[src/protect_trim_regs.svh]
// register offsets, field positions, reset values for the protection trim block
// Function
// - amplifier trim bit 7 selects normal (0) or offset calibration (1) mode
// - amplifier trim bit 6 picks calibration reference: 0 inverting, 1 non-inverting
// - amplifier trim low six bits hold writable trim code, reset value 0x20
// - comparator trim bit 7 read-only comparator output, also driven to a pin
// - comparator trim bit 6 selects normal (0) or offset calibration (1) mode
// - comparator trim bit 5 picks calibration reference: 0 inverting, 1 non-inverting
// - comparator trim low five bits hold writable trim code, reset value 0x10
// - switch bits 6..4 all zero force S6..S4 off, unity-gain buffer
// - protection enable 0 disables function; raw comparator bit reads 0
// - comp input select 0 routes amplifier output, 1 routes external pin
`ifndef PROTECT_TRIM_REGS_SVH
`define PROTECT_TRIM_REGS_SVH
`define ADDR_SWITCH_CTRL   3'h0
`define ADDR_CTRL1         3'h1
`define ADDR_DAC_CODE      3'h2
`define ADDR_AMP_TRIM      3'h3
`define ADDR_COMP_TRIM     3'h4
`define RST_SWITCH_CTRL    8'hC8
`define RST_CTRL1          8'h00
`define RST_DAC_CODE       8'h00
`define RST_AMP_TRIM       8'h20
`define RST_COMP_TRIM      8'h10
`define BIT_AMP_CAL_MODE   7
`define BIT_AMP_REF_SEL    6
`define BIT_COMP_OUT       7
`define BIT_COMP_CAL_MODE  6
`define BIT_COMP_REF_SEL   5
`define BIT_PROT_EN        7
`define BIT_HYST_EN        6
`define BIT_POS_SEL        1
`define CTRL1_WMASK        8'hC3
`define UNITY_MASK         8'h70
`endif

[src/protect_trim_pkg.sv]
// types shared by the protection trim block
package protect_trim_pkg;
  typedef logic [7:0] reg_byte_t;
  typedef logic [2:0] reg_addr_t;
endpackage : protect_trim_pkg

[src/comp_sync.sv]
// two-stage synchroniser with protection-enable gating for the comparator
`timescale 1ns/1ps
module comp_sync (
  // clock and reset
  input  wire logic clk,
  input  wire logic rst,
  // comparator
  input  wire logic comp_in,
  input  wire logic enable,
  output logic      comp_raw_out
);
  logic meta_q;
  logic sync_q;

  always_ff @(posedge clk or posedge rst) begin
    if (rst) begin
      meta_q <= 1'b0;
      sync_q <= 1'b0;
    end else begin
      meta_q <= comp_in;
      sync_q <= meta_q;
    end
  end

  // gated after sync so a disable shows one edge later, without passing the two sync stages
  always_ff @(posedge clk or posedge rst) begin
    if (rst) begin
      comp_raw_out <= 1'b0;
    end else begin
      comp_raw_out <= enable & sync_q;
    end
  end
endmodule : comp_sync

[src/protect_trim.sv]
// register file and analog control outputs for the protection trim block
//
// The register addresses and the strobed register port were decided locally.
`timescale 1ns/1ps
`include "protect_trim_regs.svh"
module protect_trim (
  // clock and reset
  input  wire logic                        clk,
  input  wire logic                        rst,
  // register port
  input  wire protect_trim_pkg::reg_addr_t addr,
  input  wire protect_trim_pkg::reg_byte_t wdata,
  input  wire logic                        wr_en,
  input  wire logic                        rd_en,
  output protect_trim_pkg::reg_byte_t      rdata,
  // analog comparator result (asynchronous)
  input  wire logic                        comp_in,
  // analog controls
  output logic [7:0]                       switch_ctrl,
  output logic [7:0]                       threshold_dac_code,
  output logic                             protect_enable,
  output logic                             comp_hyst_en,
  output logic                             comp_pos_input_sel,
  output logic                             amp_cal_mode,
  output logic                             amp_cal_ref_sel,
  output logic [5:0]                       amp_trim_code,
  output logic                             comp_cal_mode,
  output logic                             comp_cal_ref_sel,
  output logic [4:0]                       comp_trim_code,
  // comparator result pin
  output logic                             comp_out_pin
);
  import protect_trim_pkg::*;

  reg_byte_t sw_q;
  reg_byte_t ctrl1_q;
  reg_byte_t dac_q;
  reg_byte_t amp_q;
  reg_byte_t comp_q;
  reg_byte_t sw_eff_d;
  reg_byte_t rdata_d;
  logic      comp_raw_out;

  // reset images, so the output flops reset to the same fields as the registers
  localparam reg_byte_t AMP_RST  = `RST_AMP_TRIM;
  localparam reg_byte_t COMP_RST = `RST_COMP_TRIM;
  localparam reg_byte_t CTRL_RST = `RST_CTRL1;

  // switch pattern; the sweeps themselves are left to the controller
  always_ff @(posedge clk or posedge rst) begin
    if (rst) begin
      sw_q <= `RST_SWITCH_CTRL;
    end else if (wr_en && addr == `ADDR_SWITCH_CTRL) begin
      sw_q <= wdata;
    end
  end

  // control byte; bits 5..2 are not stored and read back as zero
  always_ff @(posedge clk or posedge rst) begin
    if (rst) begin
      ctrl1_q <= `RST_CTRL1;
    end else if (wr_en && addr == `ADDR_CTRL1) begin
      ctrl1_q <= wdata & `CTRL1_WMASK;
    end
  end

  // threshold dac code
  always_ff @(posedge clk or posedge rst) begin
    if (rst) begin
      dac_q <= `RST_DAC_CODE;
    end else if (wr_en && addr == `ADDR_DAC_CODE) begin
      dac_q <= wdata;
    end
  end

  // amplifier trim: mode, reference and six-bit code
  always_ff @(posedge clk or posedge rst) begin
    if (rst) begin
      amp_q <= `RST_AMP_TRIM;
    end else if (wr_en && addr == `ADDR_AMP_TRIM) begin
      amp_q <= wdata;
    end
  end

  // comparator trim: bit 7 is never stored, reads show the live result
  always_ff @(posedge clk or posedge rst) begin
    if (rst) begin
      comp_q <= `RST_COMP_TRIM;
    end else if (wr_en && addr == `ADDR_COMP_TRIM) begin
      comp_q <= {1'b0, wdata[6:0]};
    end
  end

  comp_sync u_sync (
    .clk          (clk),
    .rst          (rst),
    .comp_in      (comp_in),
    .enable       (ctrl1_q[`BIT_PROT_EN]),
    .comp_raw_out (comp_raw_out)
  );

  // unity gain: S6..S4 forced off when all three are zero
  always_comb begin
    sw_eff_d = sw_q;
    if ((sw_q & `UNITY_MASK) == 8'h00) begin
      sw_eff_d = sw_q & ~`UNITY_MASK;
    end
  end

  // reads see the comparator bit live in position 7
  always_comb begin
    rdata_d = 8'h00;
    if (rd_en) begin
      unique case (addr)
        `ADDR_SWITCH_CTRL: rdata_d = sw_q;
        `ADDR_CTRL1:       rdata_d = ctrl1_q;
        `ADDR_DAC_CODE:    rdata_d = dac_q;
        `ADDR_AMP_TRIM:    rdata_d = amp_q;
        `ADDR_COMP_TRIM:   rdata_d = {comp_raw_out, comp_q[6:0]};
        default:           rdata_d = 8'h00;
      endcase
    end
  end

  always_ff @(posedge clk or posedge rst) begin
    if (rst) begin
      rdata <= 8'h00;
    end else begin
      rdata <= rdata_d;
    end
  end

  // switch and dac outputs, registered so they come straight from flops
  always_ff @(posedge clk or posedge rst) begin
    if (rst) begin
      switch_ctrl        <= `RST_SWITCH_CTRL;
      threshold_dac_code <= `RST_DAC_CODE;
    end else begin
      switch_ctrl        <= sw_eff_d;
      threshold_dac_code <= dac_q;
    end
  end

  // protection enable, hysteresis and comparator input select
  always_ff @(posedge clk or posedge rst) begin
    if (rst) begin
      protect_enable     <= CTRL_RST[`BIT_PROT_EN];
      comp_hyst_en       <= CTRL_RST[`BIT_HYST_EN];
      comp_pos_input_sel <= CTRL_RST[`BIT_POS_SEL];
    end else begin
      protect_enable     <= ctrl1_q[`BIT_PROT_EN];
      comp_hyst_en       <= ctrl1_q[`BIT_HYST_EN];
      comp_pos_input_sel <= ctrl1_q[`BIT_POS_SEL];
    end
  end

  // amplifier trim fields
  always_ff @(posedge clk or posedge rst) begin
    if (rst) begin
      amp_cal_mode    <= AMP_RST[`BIT_AMP_CAL_MODE];
      amp_cal_ref_sel <= AMP_RST[`BIT_AMP_REF_SEL];
      amp_trim_code   <= AMP_RST[5:0];
    end else begin
      amp_cal_mode    <= amp_q[`BIT_AMP_CAL_MODE];
      amp_cal_ref_sel <= amp_q[`BIT_AMP_REF_SEL];
      amp_trim_code   <= amp_q[5:0];
    end
  end

  // comparator trim fields
  always_ff @(posedge clk or posedge rst) begin
    if (rst) begin
      comp_cal_mode    <= COMP_RST[`BIT_COMP_CAL_MODE];
      comp_cal_ref_sel <= COMP_RST[`BIT_COMP_REF_SEL];
      comp_trim_code   <= COMP_RST[4:0];
    end else begin
      comp_cal_mode    <= comp_q[`BIT_COMP_CAL_MODE];
      comp_cal_ref_sel <= comp_q[`BIT_COMP_REF_SEL];
      comp_trim_code   <= comp_q[4:0];
    end
  end

  // pin takes the gated result at the same edge as the read data
  always_ff @(posedge clk or posedge rst) begin
    if (rst) begin
      comp_out_pin <= 1'b0;
    end else begin
      comp_out_pin <= comp_raw_out;
    end
  end

  // a write lands at the strobe edge and reaches its output one edge later
  a_unity_gain: assert property (@(posedge clk) disable iff (rst)
    (sw_q[6:4] == 3'b000)
    |=> (switch_ctrl[6:4] == 3'b000))
    else $error("unity gain switches not off");

  a_switch_follow: assert property (@(posedge clk) disable iff (rst)
    (sw_q[6:4] != 3'b000)
    |=> (switch_ctrl == $past(sw_q)))
    else $error("switch pattern not passed on");

  a_amp_mode_follow: assert property (@(posedge clk) disable iff (rst)
    (wr_en && addr == `ADDR_AMP_TRIM)
    |=> ##1 (amp_cal_mode == $past(wdata[7], 2)))
    else $error("amp cal mode mismatch");

  a_amp_ref_follow: assert property (@(posedge clk) disable iff (rst)
    (wr_en && addr == `ADDR_AMP_TRIM)
    |=> ##1 (amp_cal_ref_sel == $past(wdata[6], 2)))
    else $error("amp ref select mismatch");

  a_amp_trim_follow: assert property (@(posedge clk) disable iff (rst)
    (wr_en && addr == `ADDR_AMP_TRIM)
    |=> ##1 (amp_trim_code == $past(wdata[5:0], 2)))
    else $error("amp trim code mismatch");

  a_amp_reset_value: assert property (@(posedge clk) disable iff (rst)
    $fell(rst)
    |-> (amp_q == AMP_RST && amp_trim_code == AMP_RST[5:0]))
    else $error("amp trim reset value wrong");

  a_amp_read_back: assert property (@(posedge clk) disable iff (rst)
    (rd_en && addr == `ADDR_AMP_TRIM)
    |=> (rdata == $past(amp_q)))
    else $error("amp trim read back wrong");

  a_comp_mode_follow: assert property (@(posedge clk) disable iff (rst)
    (wr_en && addr == `ADDR_COMP_TRIM)
    |=> ##1 (comp_cal_mode == $past(wdata[6], 2)))
    else $error("comp cal mode mismatch");

  a_comp_ref_follow: assert property (@(posedge clk) disable iff (rst)
    (wr_en && addr == `ADDR_COMP_TRIM)
    |=> ##1 (comp_cal_ref_sel == $past(wdata[5], 2)))
    else $error("comp ref select mismatch");

  a_comp_trim_follow: assert property (@(posedge clk) disable iff (rst)
    (wr_en && addr == `ADDR_COMP_TRIM)
    |=> ##1 (comp_trim_code == $past(wdata[4:0], 2)))
    else $error("comp trim code mismatch");

  a_comp_reset_value: assert property (@(posedge clk) disable iff (rst)
    $fell(rst)
    |-> (comp_q == COMP_RST && comp_trim_code == COMP_RST[4:0]))
    else $error("comp trim reset value wrong");

  a_comp_bit_readonly: assert property (@(posedge clk) disable iff (rst)
    (wr_en && addr == `ADDR_COMP_TRIM)
    |=> (comp_q[7] == 1'b0))
    else $error("comp result bit was written");

  a_comp_read_live: assert property (@(posedge clk) disable iff (rst)
    (rd_en && addr == `ADDR_COMP_TRIM)
    |=> (rdata == {$past(comp_raw_out), $past(comp_q[6:0])}))
    else $error("comp trim read back wrong");

  a_pin_matches_bit: assert property (@(posedge clk) disable iff (rst)
    (rd_en && addr == `ADDR_COMP_TRIM)
    |=> (comp_out_pin == rdata[7]))
    else $error("pin and read bit differ");

  a_disabled_reads_zero: assert property (@(posedge clk) disable iff (rst)
    (!ctrl1_q[`BIT_PROT_EN] && $past(!ctrl1_q[`BIT_PROT_EN]) && rd_en
     && addr == `ADDR_COMP_TRIM) |=> (rdata[7] == 1'b0))
    else $error("comp bit not zero while disabled");

  a_disabled_raw_zero: assert property (@(posedge clk) disable iff (rst)
    (!$past(ctrl1_q[`BIT_PROT_EN]))
    |-> (comp_raw_out == 1'b0))
    else $error("raw comp result not zero while disabled");

  a_disabled_pin_zero: assert property (@(posedge clk) disable iff (rst)
    (!$past(ctrl1_q[`BIT_PROT_EN], 2))
    |-> (comp_out_pin == 1'b0))
    else $error("comp pin not zero while disabled");

  a_enable_follow: assert property (@(posedge clk) disable iff (rst)
    (wr_en && addr == `ADDR_CTRL1)
    |=> ##1 (protect_enable == $past(wdata[7], 2)))
    else $error("protection enable mismatch");

  a_pos_sel_follow: assert property (@(posedge clk) disable iff (rst)
    (wr_en && addr == `ADDR_CTRL1)
    |=> ##1 (comp_pos_input_sel == $past(wdata[1], 2)))
    else $error("comp input select mismatch");

  a_ctrl_bits_masked: assert property (@(posedge clk) disable iff (rst)
    (wr_en && addr == `ADDR_CTRL1)
    |=> (ctrl1_q[5:2] == 4'h0))
    else $error("unused control bits were stored");

  a_idle_read_zero: assert property (@(posedge clk) disable iff (rst)
    (!rd_en)
    |=> (rdata == 8'h00))
    else $error("read data not zero outside a read");

  c_amp_cal_entry: cover property (@(posedge clk) disable iff (rst)
    amp_cal_mode && !comp_cal_mode && switch_ctrl == 8'h28);
  c_comp_cal_entry: cover property (@(posedge clk) disable iff (rst)
    comp_cal_mode && !amp_cal_mode && switch_ctrl == 8'h28);
  c_comp_toggle: cover property (@(posedge clk) disable iff (rst)
    $rose(comp_out_pin));
  c_unity_buffer: cover property (@(posedge clk) disable iff (rst)
    sw_q[6:4] == 3'b000 && sw_q[7]);
  c_ext_input: cover property (@(posedge clk) disable iff (rst)
    comp_pos_input_sel && comp_out_pin);
endmodule : protect_trim

[config.mk]
export PLATFORM = sky130hd
export DESIGN_NAME = protect_trim
export DESIGN_NICKNAME = d
export VERILOG_FILES = /design/src/protect_trim_pkg.sv /design/src/comp_sync.sv /design/src/protect_trim.sv
export VERILOG_INCLUDE_DIRS = /design/src
export SDC_FILE = /design/constraint.sdc
export NUM_CORES = 1
export LEC_CHECK = 0
export ABC_AREA = 1
export BUFFER_PORTS_ARGS = -buffer_cell sky130_fd_sc_hd__buf_2
export CAP_MARGIN = 10
export CORE_ASPECT_RATIO = 1.1
export CORE_MARGIN = 2
export CORE_UTILIZATION = 54
export CTS_CLUSTER_DIAMETER = 150
export DETAILED_ROUTE_END_ITERATION = 10
export MAX_ROUTING_LAYER = met4
export PLACE_DENSITY_LB_ADDON = 0.12
export SYNTH_ARGS = -nofsm -noshare
export SYNTH_HDL_FRONTEND = slang
export SYNTH_SLANG_ARGS = --single-unit
[constraint.sdc]
create_clock -name clk -period 2.6 [get_ports clk]
set_input_delay 0.26 -clock clk [delete_from_list [all_inputs] [get_ports clk]]
set_output_delay 0.26 -clock clk [all_outputs]
set_load 0.03 [all_outputs]
---- Word-level counts from Yosys, hierarchy flattened ----
Cells that the tools add are included.
Widths: inputs -> output; s select.
operators by class
  reduce and logical (&&, ||, !) cells .... 7
  equal/unequal tests ..................... 4
  mux-type cells .......................... 3
  bitwise logic cells ..................... 1
operators with widths
  cell                number
  $pmux 8 s5          1
  $logic_not 8->1     1
  $mux 8              1
  $mux 7              1
  $eq 3x2->1 const B  2
  $logic_and 1x1->1   5
  $eq 3x1->1 const B  1
  $eq 3x3->1 const B  1
  $logic_not 3->1     1
  $and 1x1->1         1
word-level totals
  input port bits ......................... 16
  logic and storage cells ................. 36
  register bits ........................... 81
  output and inout port bits .............. 43

---- Depth between registers and ports, before layout ----
Gate-level depths: netlist of run 1.
  word-level depth ........................ 3
  depth in mapped cells ................... 8
  gate-level depth less buffers ........... 7

---- By module ----
Synthesis of run 1 repeated with hierarchy kept, for this count alone.
second synthesis, totals
  cells, all modules ...................... 257
  area, all modules ....................... 2930.3 sq um
modules (own cells, without submodules)
  module        cells an instance  area an instance (sq um)  sequential area each (sq um)  times used
  protect_trim  251                2844.0                    1964.4                        1
  comp_sync     6                  86.3                      75.1                          1

---- Worst setup path before layout of run 1 ----
OpenSTA, ideal clock, no wires.
  kind .................................... in2reg
  from .................................... in addr[0]
  to ...................................... reg dac_q[3]
  stages .................................. 6
  arrival time ............................ 1012 ps
  data required time ...................... 2480 ps
  setup slack ............................. 1468 ps
  setup time .............................. 120 ps
  path buffers ............................ 2
  cells stage by stage .................... buf_6 nor3_4 nand2_4 buf_6 nand2_1 o21ai_2
between the ends
  word-level cells in the longest chain between the ends .. 2
RTL lines
  item                         line                source
  start: declaration           protect_trim.sv:11  input wire protect_trim_pkg::reg_addr_t addr,
  $eq 3x2->1                   -
  $logic_and 1x1->1 (no line)  -
  end signal: assignment       protect_trim.sv:70  dac_q <= `RST_DAC_CODE;
  end signal: assignment       protect_trim.sv:72  dac_q <= wdata;
  end: declaration             protect_trim.sv:37  reg_byte_t dac_q;
No other way between the ends.
A chain may end at the register's enable or synchronous reset.

---- Final worst setup path of run 1 ----
  from .................................... reg switch_ctrl[7]
  to ...................................... out switch_ctrl[7]
RTL lines
  item                      line                 source
  start: declaration        protect_trim.sv:19   output logic [7:0] switch_ctrl,
  start signal: assignment  protect_trim.sv:136  switch_ctrl <= `RST_SWITCH_CTRL;
  start signal: assignment  protect_trim.sv:139  switch_ctrl <= sw_eff_d;
No word-level cell between the ends.

==> out/metrics.csv, run 1 <==
stage;metric;value;unit
yosys;Synth area leader;dfrtp_1;
floorplan;DIE AREA;0.00609;mm²
layout;diodes inserted;0;
hold_path;Hold/Removal Path Class;in -> reg;
yosys;Seq/Total Area, Yosys;68.9;%
grt;vias in the first global route;1761;
critical_path;Crit Path Max Fanout;1;
timing;Slew Limit Headroom;66.5;%
timing;Setup TNS;0;ns
drt;drt pass-1 iters;4;
critical_path;family with the most delay on the worst path;flip-flops;
floorplan;Core Region;0.00533;mm²
yosys;mean cell area of the mapped netlist;11.6;µm²
yosys;ys flop type;dfrtp_1;
timing;Setup Skew;0.00686;ns
place;final RePlAce weighted congestion;0.899;
grt;Total GRT Usage;21.1;%
floorplan;Die W;74.6;µm
yosys;share of the synthesized area in the top cell type;60.0;%
layout;final net count;335;
yosys;Commonest cells post-synth;dfrtp_1, nand2_1, nand3_1, nor2_1, o21ai_2;
layout;area delta synth->final;19.9;%
critical_path;worst path buffer plus inverter count;1;
yosys;post-synthesis cell type count;21;
clocking;Post-CTS Resized;0;
status;status;complete, no violations;
yosys;synth top area cells;dfrtp_1, dfstp_2, nand2_1;
place;DP Wirelength;3800;µm
drt;drt drc;0;
clocking;H-Tree Depth;3;
drt;ANT nets after route;0;
yosys;Syn Inst Count;256;
timing;Setup-failing EPs final;0;
clocking;root buffer cell;clkbuf_8;
floorplan;Starting Density;55.6;%
critical_path;Startpoint Class;flip-flop;
clocking;clk_lat worst skew;0.35;ns
timing;RSZ-0062 raised after global routing;false;
clocking;CTS Hold Bufs;2;
critical_path;Worst Path Arrival;1.06;ns
yosys;number of enable flip-flop cells after synthesis;0;
drt;total wire length;5460;µm
layout;final core utilization;66.6;%
grt;Remaining Overflow, GRT;0;
timing;Slew Viols, Final;0;
clocking;Clock Sinks;81;
critical_path;critical path's slowest cell;dfstp_2;
timing;Period Utilization, post-route;50.6;%
timing;Max Clock Freq;0.760;GHz
clocking;post-CTS setup buffer count;0;
critical_path;CP peak stage delay;0.52;ns
yosys;Post-Syn Area;0.00296;mm²
drt;routed length per placed instance;13.7;µm
layout;proportion of layout cells with a drive suffix above 1;35.2;%
timing;worst slew pin tran;0.502;ns
drt;DR vias/cell;4.82;
yosys;Synth warnings;0;
critical_path;CP endpoint kind;primary output;
clocking;TritonCTS clock tree;built;
critical_path;crit path cell chain;buf_2;
grt;largest net degree at the start of global routing;39;
clocking;Longest Clk Path Bufs;2;
job;max cap viols;0;
yosys;asr flop ratio synth;100;%
yosys;most common cell in the netlist;dfrtp_1;
timing;Fin. Hold Viols;0;
yosys;Synth Register Bits;81;
yosys;Syn Nets;272;
grt;initial antenna violation count;0;
drt;routed vias;1922;
place;quantity of I/O buffers inserted on ports;58;
floorplan;I/O pin cnt;59;
floorplan;Std-Cell Rows;28;
critical_path;Crit path required time;2.34;ns
critical_path;CP Class;reg -> out;
pwr;peak supply drop;0.000475;V
clocking;clock-pin slew on the worst setup and hold paths;0.07;ns
timing;min Tclk post-route;1.32;ns
clocking;CTS buffer count;9;
pwr;P per Cell Area;909;mW/mm²
drt;Iteration-0 DRC Markers;124;
grt;first-pass GRT wire length;9020;µm
floorplan;Die H;81.6;µm
pwr;Leakage;1.84;nW
==> flip-flops by register name (all words and copies together) (netlist names), 4 cells and up <==
name and flops:
amp_trim_code 6, ctrl1_q 4, amp_q 8, switch_ctrl 8, sw_q 8, comp_q 7
dac_q 8, rdata 8, comp_trim_code 5, threshold_dac_code 8
==> routing by layer <==
layer  global-route usage [%]  wire [µm]
met2                     27.4       2410
met5                        -          0
met4                     8.93         96
met3                     6.13        265
met1                     30.9       2690
==> kinds of logic after synthesis <==
| logic type | synth area share (%) |
|---|---|
| buffers and inverters | 4.61 |
| and+or+nand+nor | 18.5 |
| DFF | 68.9 |
| AOI/OAI and AO/OA | 7.95 |
==> stage by stage <==
stage               setup slack [ns]  cell area [µm²]  std cells  total power, W  hold WS [ns]
CTS                             1.27             3550        399         0.00325         0.229
global route                    1.25             3550        399         0.00337         0.247
finish                          1.28             3550        399         0.00322         0.236
detailed placement              1.15             3290        381         0.00222         0.319
floorplan                      0.276             2960        256         0.00203         0.291
global placement                1.20             3290        381         0.00221         0.316
==> cell usage in the layout, fill, tap and decap left out, types with 2 or more instances in the layout <==
cell type,Yosys,layout
dfrtp_1,71,71
buf_4,1,2
dlygate4sd3_1,0,2
nor2_4,2,2
bufinv_16,0,2
o21ai_2,16,16
nand3_1,28,28
clkbuf_1,4,2
dfstp_2,10,10
nand4_1,4,4
clkbuf_8,0,12
buf_2,1,58
nand2_4,2,2
nor2_1,17,17
o21ai_0,12,12
inv_1,11,10
o21ai_1,7,7
inv_2,3,4
nand2_1,57,57
nand3_2,2,2
==> final timing paths <==
path | cells past startpoint | slack (ns) | to | start
setup / recovery | 1 | 1.28 | switch_ctrl[7] | switch_ctrl[7]
min in group asynchronous | 3 | 0.48 | comp_trim_code[1] | rst
hold / removal | 3 | 0.24 | dac_q[7] | wdata[7]
max in group asynchronous | 4 | 1.42 | amp_trim_code[5] | rst
hold reg to reg | 0 | 0.35 | u_sync.sync_q | u_sync.meta_q
setup reg to reg | 4 | 1.64 | rdata[4] | comp_q[4]
==> layout make-up <==
cell class                 instances  area (µm²)
fill                             451        1780
inverter                          14        52.6
sequential                        81        2040
timing repair buffer              63         345
tap                               75        93.8
clock buffer                      14         173
clock inverter                     2        60.1
multi-input combinational        150         783
==> power breakdown <==
part           total, W  leakage (nW)  switching [W]  internal (W)
Clock           0.00103         0.117       0.000411      0.000621
Combinational  0.000580         0.717       0.000414      0.000166
Sequential      0.00161          1.01       0.000118       0.00149
Total           0.00322          1.84       0.000942       0.00228
(Power assumes the default switching activity.)
==> inputs of run 2 (changes only) <==
==> constraint.sdc (replaced) <==
create_clock -name clk -period 1.3 [get_ports clk]
set_input_delay 0.13 -clock clk [delete_from_list [all_inputs] [get_ports clk]]
set_output_delay 0.13 -clock clk [all_outputs]
set_load 0.03 [all_outputs]
==> run 2 against run 1 <==
Net effect: combinational power rose by 100%; non-clock buffer count grew 4; global-route usage is 0.75 points higher; hold slack worse by 0.12 ns; final area grew 0.85%; sequential share of layout area is 0.48 points lower; highest routed layer unchanged.
==> out/metrics.csv, run 2 (same netlist as run 1, synthesis figures left out) <==
stage;metric;value;unit
status;status;complete, no violations;
timing;Period Utilization, post-route;91.0;%
drt;drt drc;0;
critical_path;RR Endpoint;rdata[7];
clocking;Clock Sinks;81;
hold_path;HP Start;wdata[7];
timing;Setup-failing EPs final;0;
critical_path;Startpoint Class;flip-flop;
floorplan;Std-Cell Rows;28;
hold_path;Hold Path Sink;dac_q[7];
floorplan;I/O pin cnt;59;
hold_path;number of stages on the worst hold path;3;
critical_path;Worst Path Arrival;1.05;ns
timing;RSZ-0062 raised after global routing;false;
drt;DR vias/cell;4.82;
layout;most frequent cells in the layout;dfrtp_1, buf_2, nand2_1;
clocking;TritonCTS clock tree;built;
layout;proportion of layout cells with a drive suffix above 1;36.6;%
timing;Setup Skew;0.0104;ns
layout;area delta synth->final;20.9;%
clocking;H-Tree Depth;3;
clocking;CTS buffer count;9;
pwr;Leakage;1.85;nW
place;DP Wirelength;3830;µm
floorplan;Starting Density;55.6;%
timing;worst slew pin tran;0.415;ns
layout;diodes inserted;0;
pwr;P per Cell Area;1800;mW/mm²
clocking;clock-pin slew on the worst setup and hold paths;0.07;ns
grt;largest net degree at the start of global routing;82;
critical_path;Crit Path Max Fanout;1;
clocking;root buffer cell;clkbuf_8;
critical_path;CP endpoint kind;primary output;
grt;Remaining Overflow, GRT;0;
place;quantity of I/O buffers inserted on ports;58;
job;max cap viols;0;
drt;Iteration-0 DRC Markers;170;
critical_path;CP Class;reg -> out;
layout;final net count;339;
floorplan;Die W;74.6;µm
place;final RePlAce weighted congestion;0.887;
pwr;total power;0.00644;W
floorplan;Die H;81.6;µm
timing;Setup TNS;0;ns
clocking;clk_lat worst skew;0.35;ns
layout;commonest non-fill, non-tap cell in the layout;dfrtp_1;
critical_path;critical path's slowest cell;dfstp_2;
drt;routed vias;1943;
timing;Slew Viols, Final;0;
timing;Fin. Hold Viols;0;
floorplan;Core Region;0.00533;mm²
pwr;peak supply drop;0.000860;V
drt;total wire length;5520;µm
timing;min Tclk post-route;1.18;ns
timing;Max Clock Freq;0.845;GHz
grt;first-pass GRT wire length;9390;µm
hold_path;Hold/Removal Path Class;in -> reg;
drt;routed length per placed instance;13.7;µm
drt;ANT nets after route;0;
critical_path;worst r2r path cells;4;
critical_path;Crit path required time;1.17;ns
critical_path;CP peak stage delay;0.52;ns
timing;Slew Limit Headroom;72.3;%
critical_path;RR Startpoint;sw_q[7];
grt;Total GRT Usage;21.8;%
grt;vias in the first global route;1910;
drt;drt pass-1 iters;4;
floorplan;DIE AREA;0.00609;mm²
grt;initial antenna violation count;0;
critical_path;family with the most delay on the worst path;flip-flops;
critical_path;crit path cell chain;buf_2;
critical_path;worst path buffer plus inverter count;1;
critical_path;flop2flop setup slack;0.34;ns
clocking;Longest Clk Path Bufs;2;
==> run 2: cell count changes in the layout (fill, tap and decap cells not counted), sizes merged <==
cell | before | now
clkinvlp | 0 | 2
clkbuf | 14 | 11
clkinv | 0 | 2
inv | 14 | 13
buf | 61 | 65
==> run 2: metal layers <==
metal | part of all wire, % | up-vias | global-route usage (%)
met5 | 0 | - | -
met4 | 2.0 | 0 | 9.82
met3 | 4.9 | 11 | 5.40
met2 | 44 | 57 | 29.9
met1 | 49 | 912 | 31.0
li1 | - | 963 | -
==> run 2: what timing repair did <==
item / 4_1_cts / 5_1_grt
buffers inserted: 0 / 0
hold endpoints to repair: 72 / 0
gates resized for setup: 0 / 0
hold buffers: 2 / 0
==> run 2: worst max-delay path by stage <==
stage / cells after the start / startpoint / endpoint
CTS: 1 / switch_ctrl[7] / switch_ctrl[7]
floorplan: 1 / rst / amp_cal_mode
global route: 1 / switch_ctrl[3] / switch_ctrl[3]
finish: 1 / switch_ctrl[7] / switch_ctrl[7]
global placement: 6 / addr[1] / amp_q[4]
detailed placement: 6 / addr[1] / amp_q[4]
==> run 2: worst reg2reg max path, cell delays in order (launching register included) <==
cell	delay [ns]
dfstp_2	0.55
nand3_1	0.09
nand3_1	0.10
nor2_1	0.05
nor2_1	0.09
==> run 2: where the power goes <==
group / internal, W / switching (W) / leakage [nW]
sequential: 0.00299 / 0.000237 / 1.01
clock: 0.00118 / 0.000863 / 0.115
combinational: 0.000341 / 0.000833 / 0.734
==> run 2: through the flow <==
stage                     hold WS [ns]  instance area, µm²  instances  setup WS (ns)  util, %
final                            0.111                3580        403          0.117     67.2
after global routing             0.118                3580        403         0.0677     67.2
after CTS                       0.0980                3580        403          0.101     67.2
after detailed placement         0.241                3330        385          0.177     62.5
after global placement           0.239                3330        385          0.198     62.5
after floorplan                  0.161                2960        256          0.254        -
==> run 2: final cells by class <==
class	count	area, µm²
repair buffers	67	375
fillers	439	1750
flip-flops and latches	81	2040
clock buffers	11	151
well taps	75	93.8
clock inverters	5	77.6
multi-input cells	150	783
inverters	14	56.3
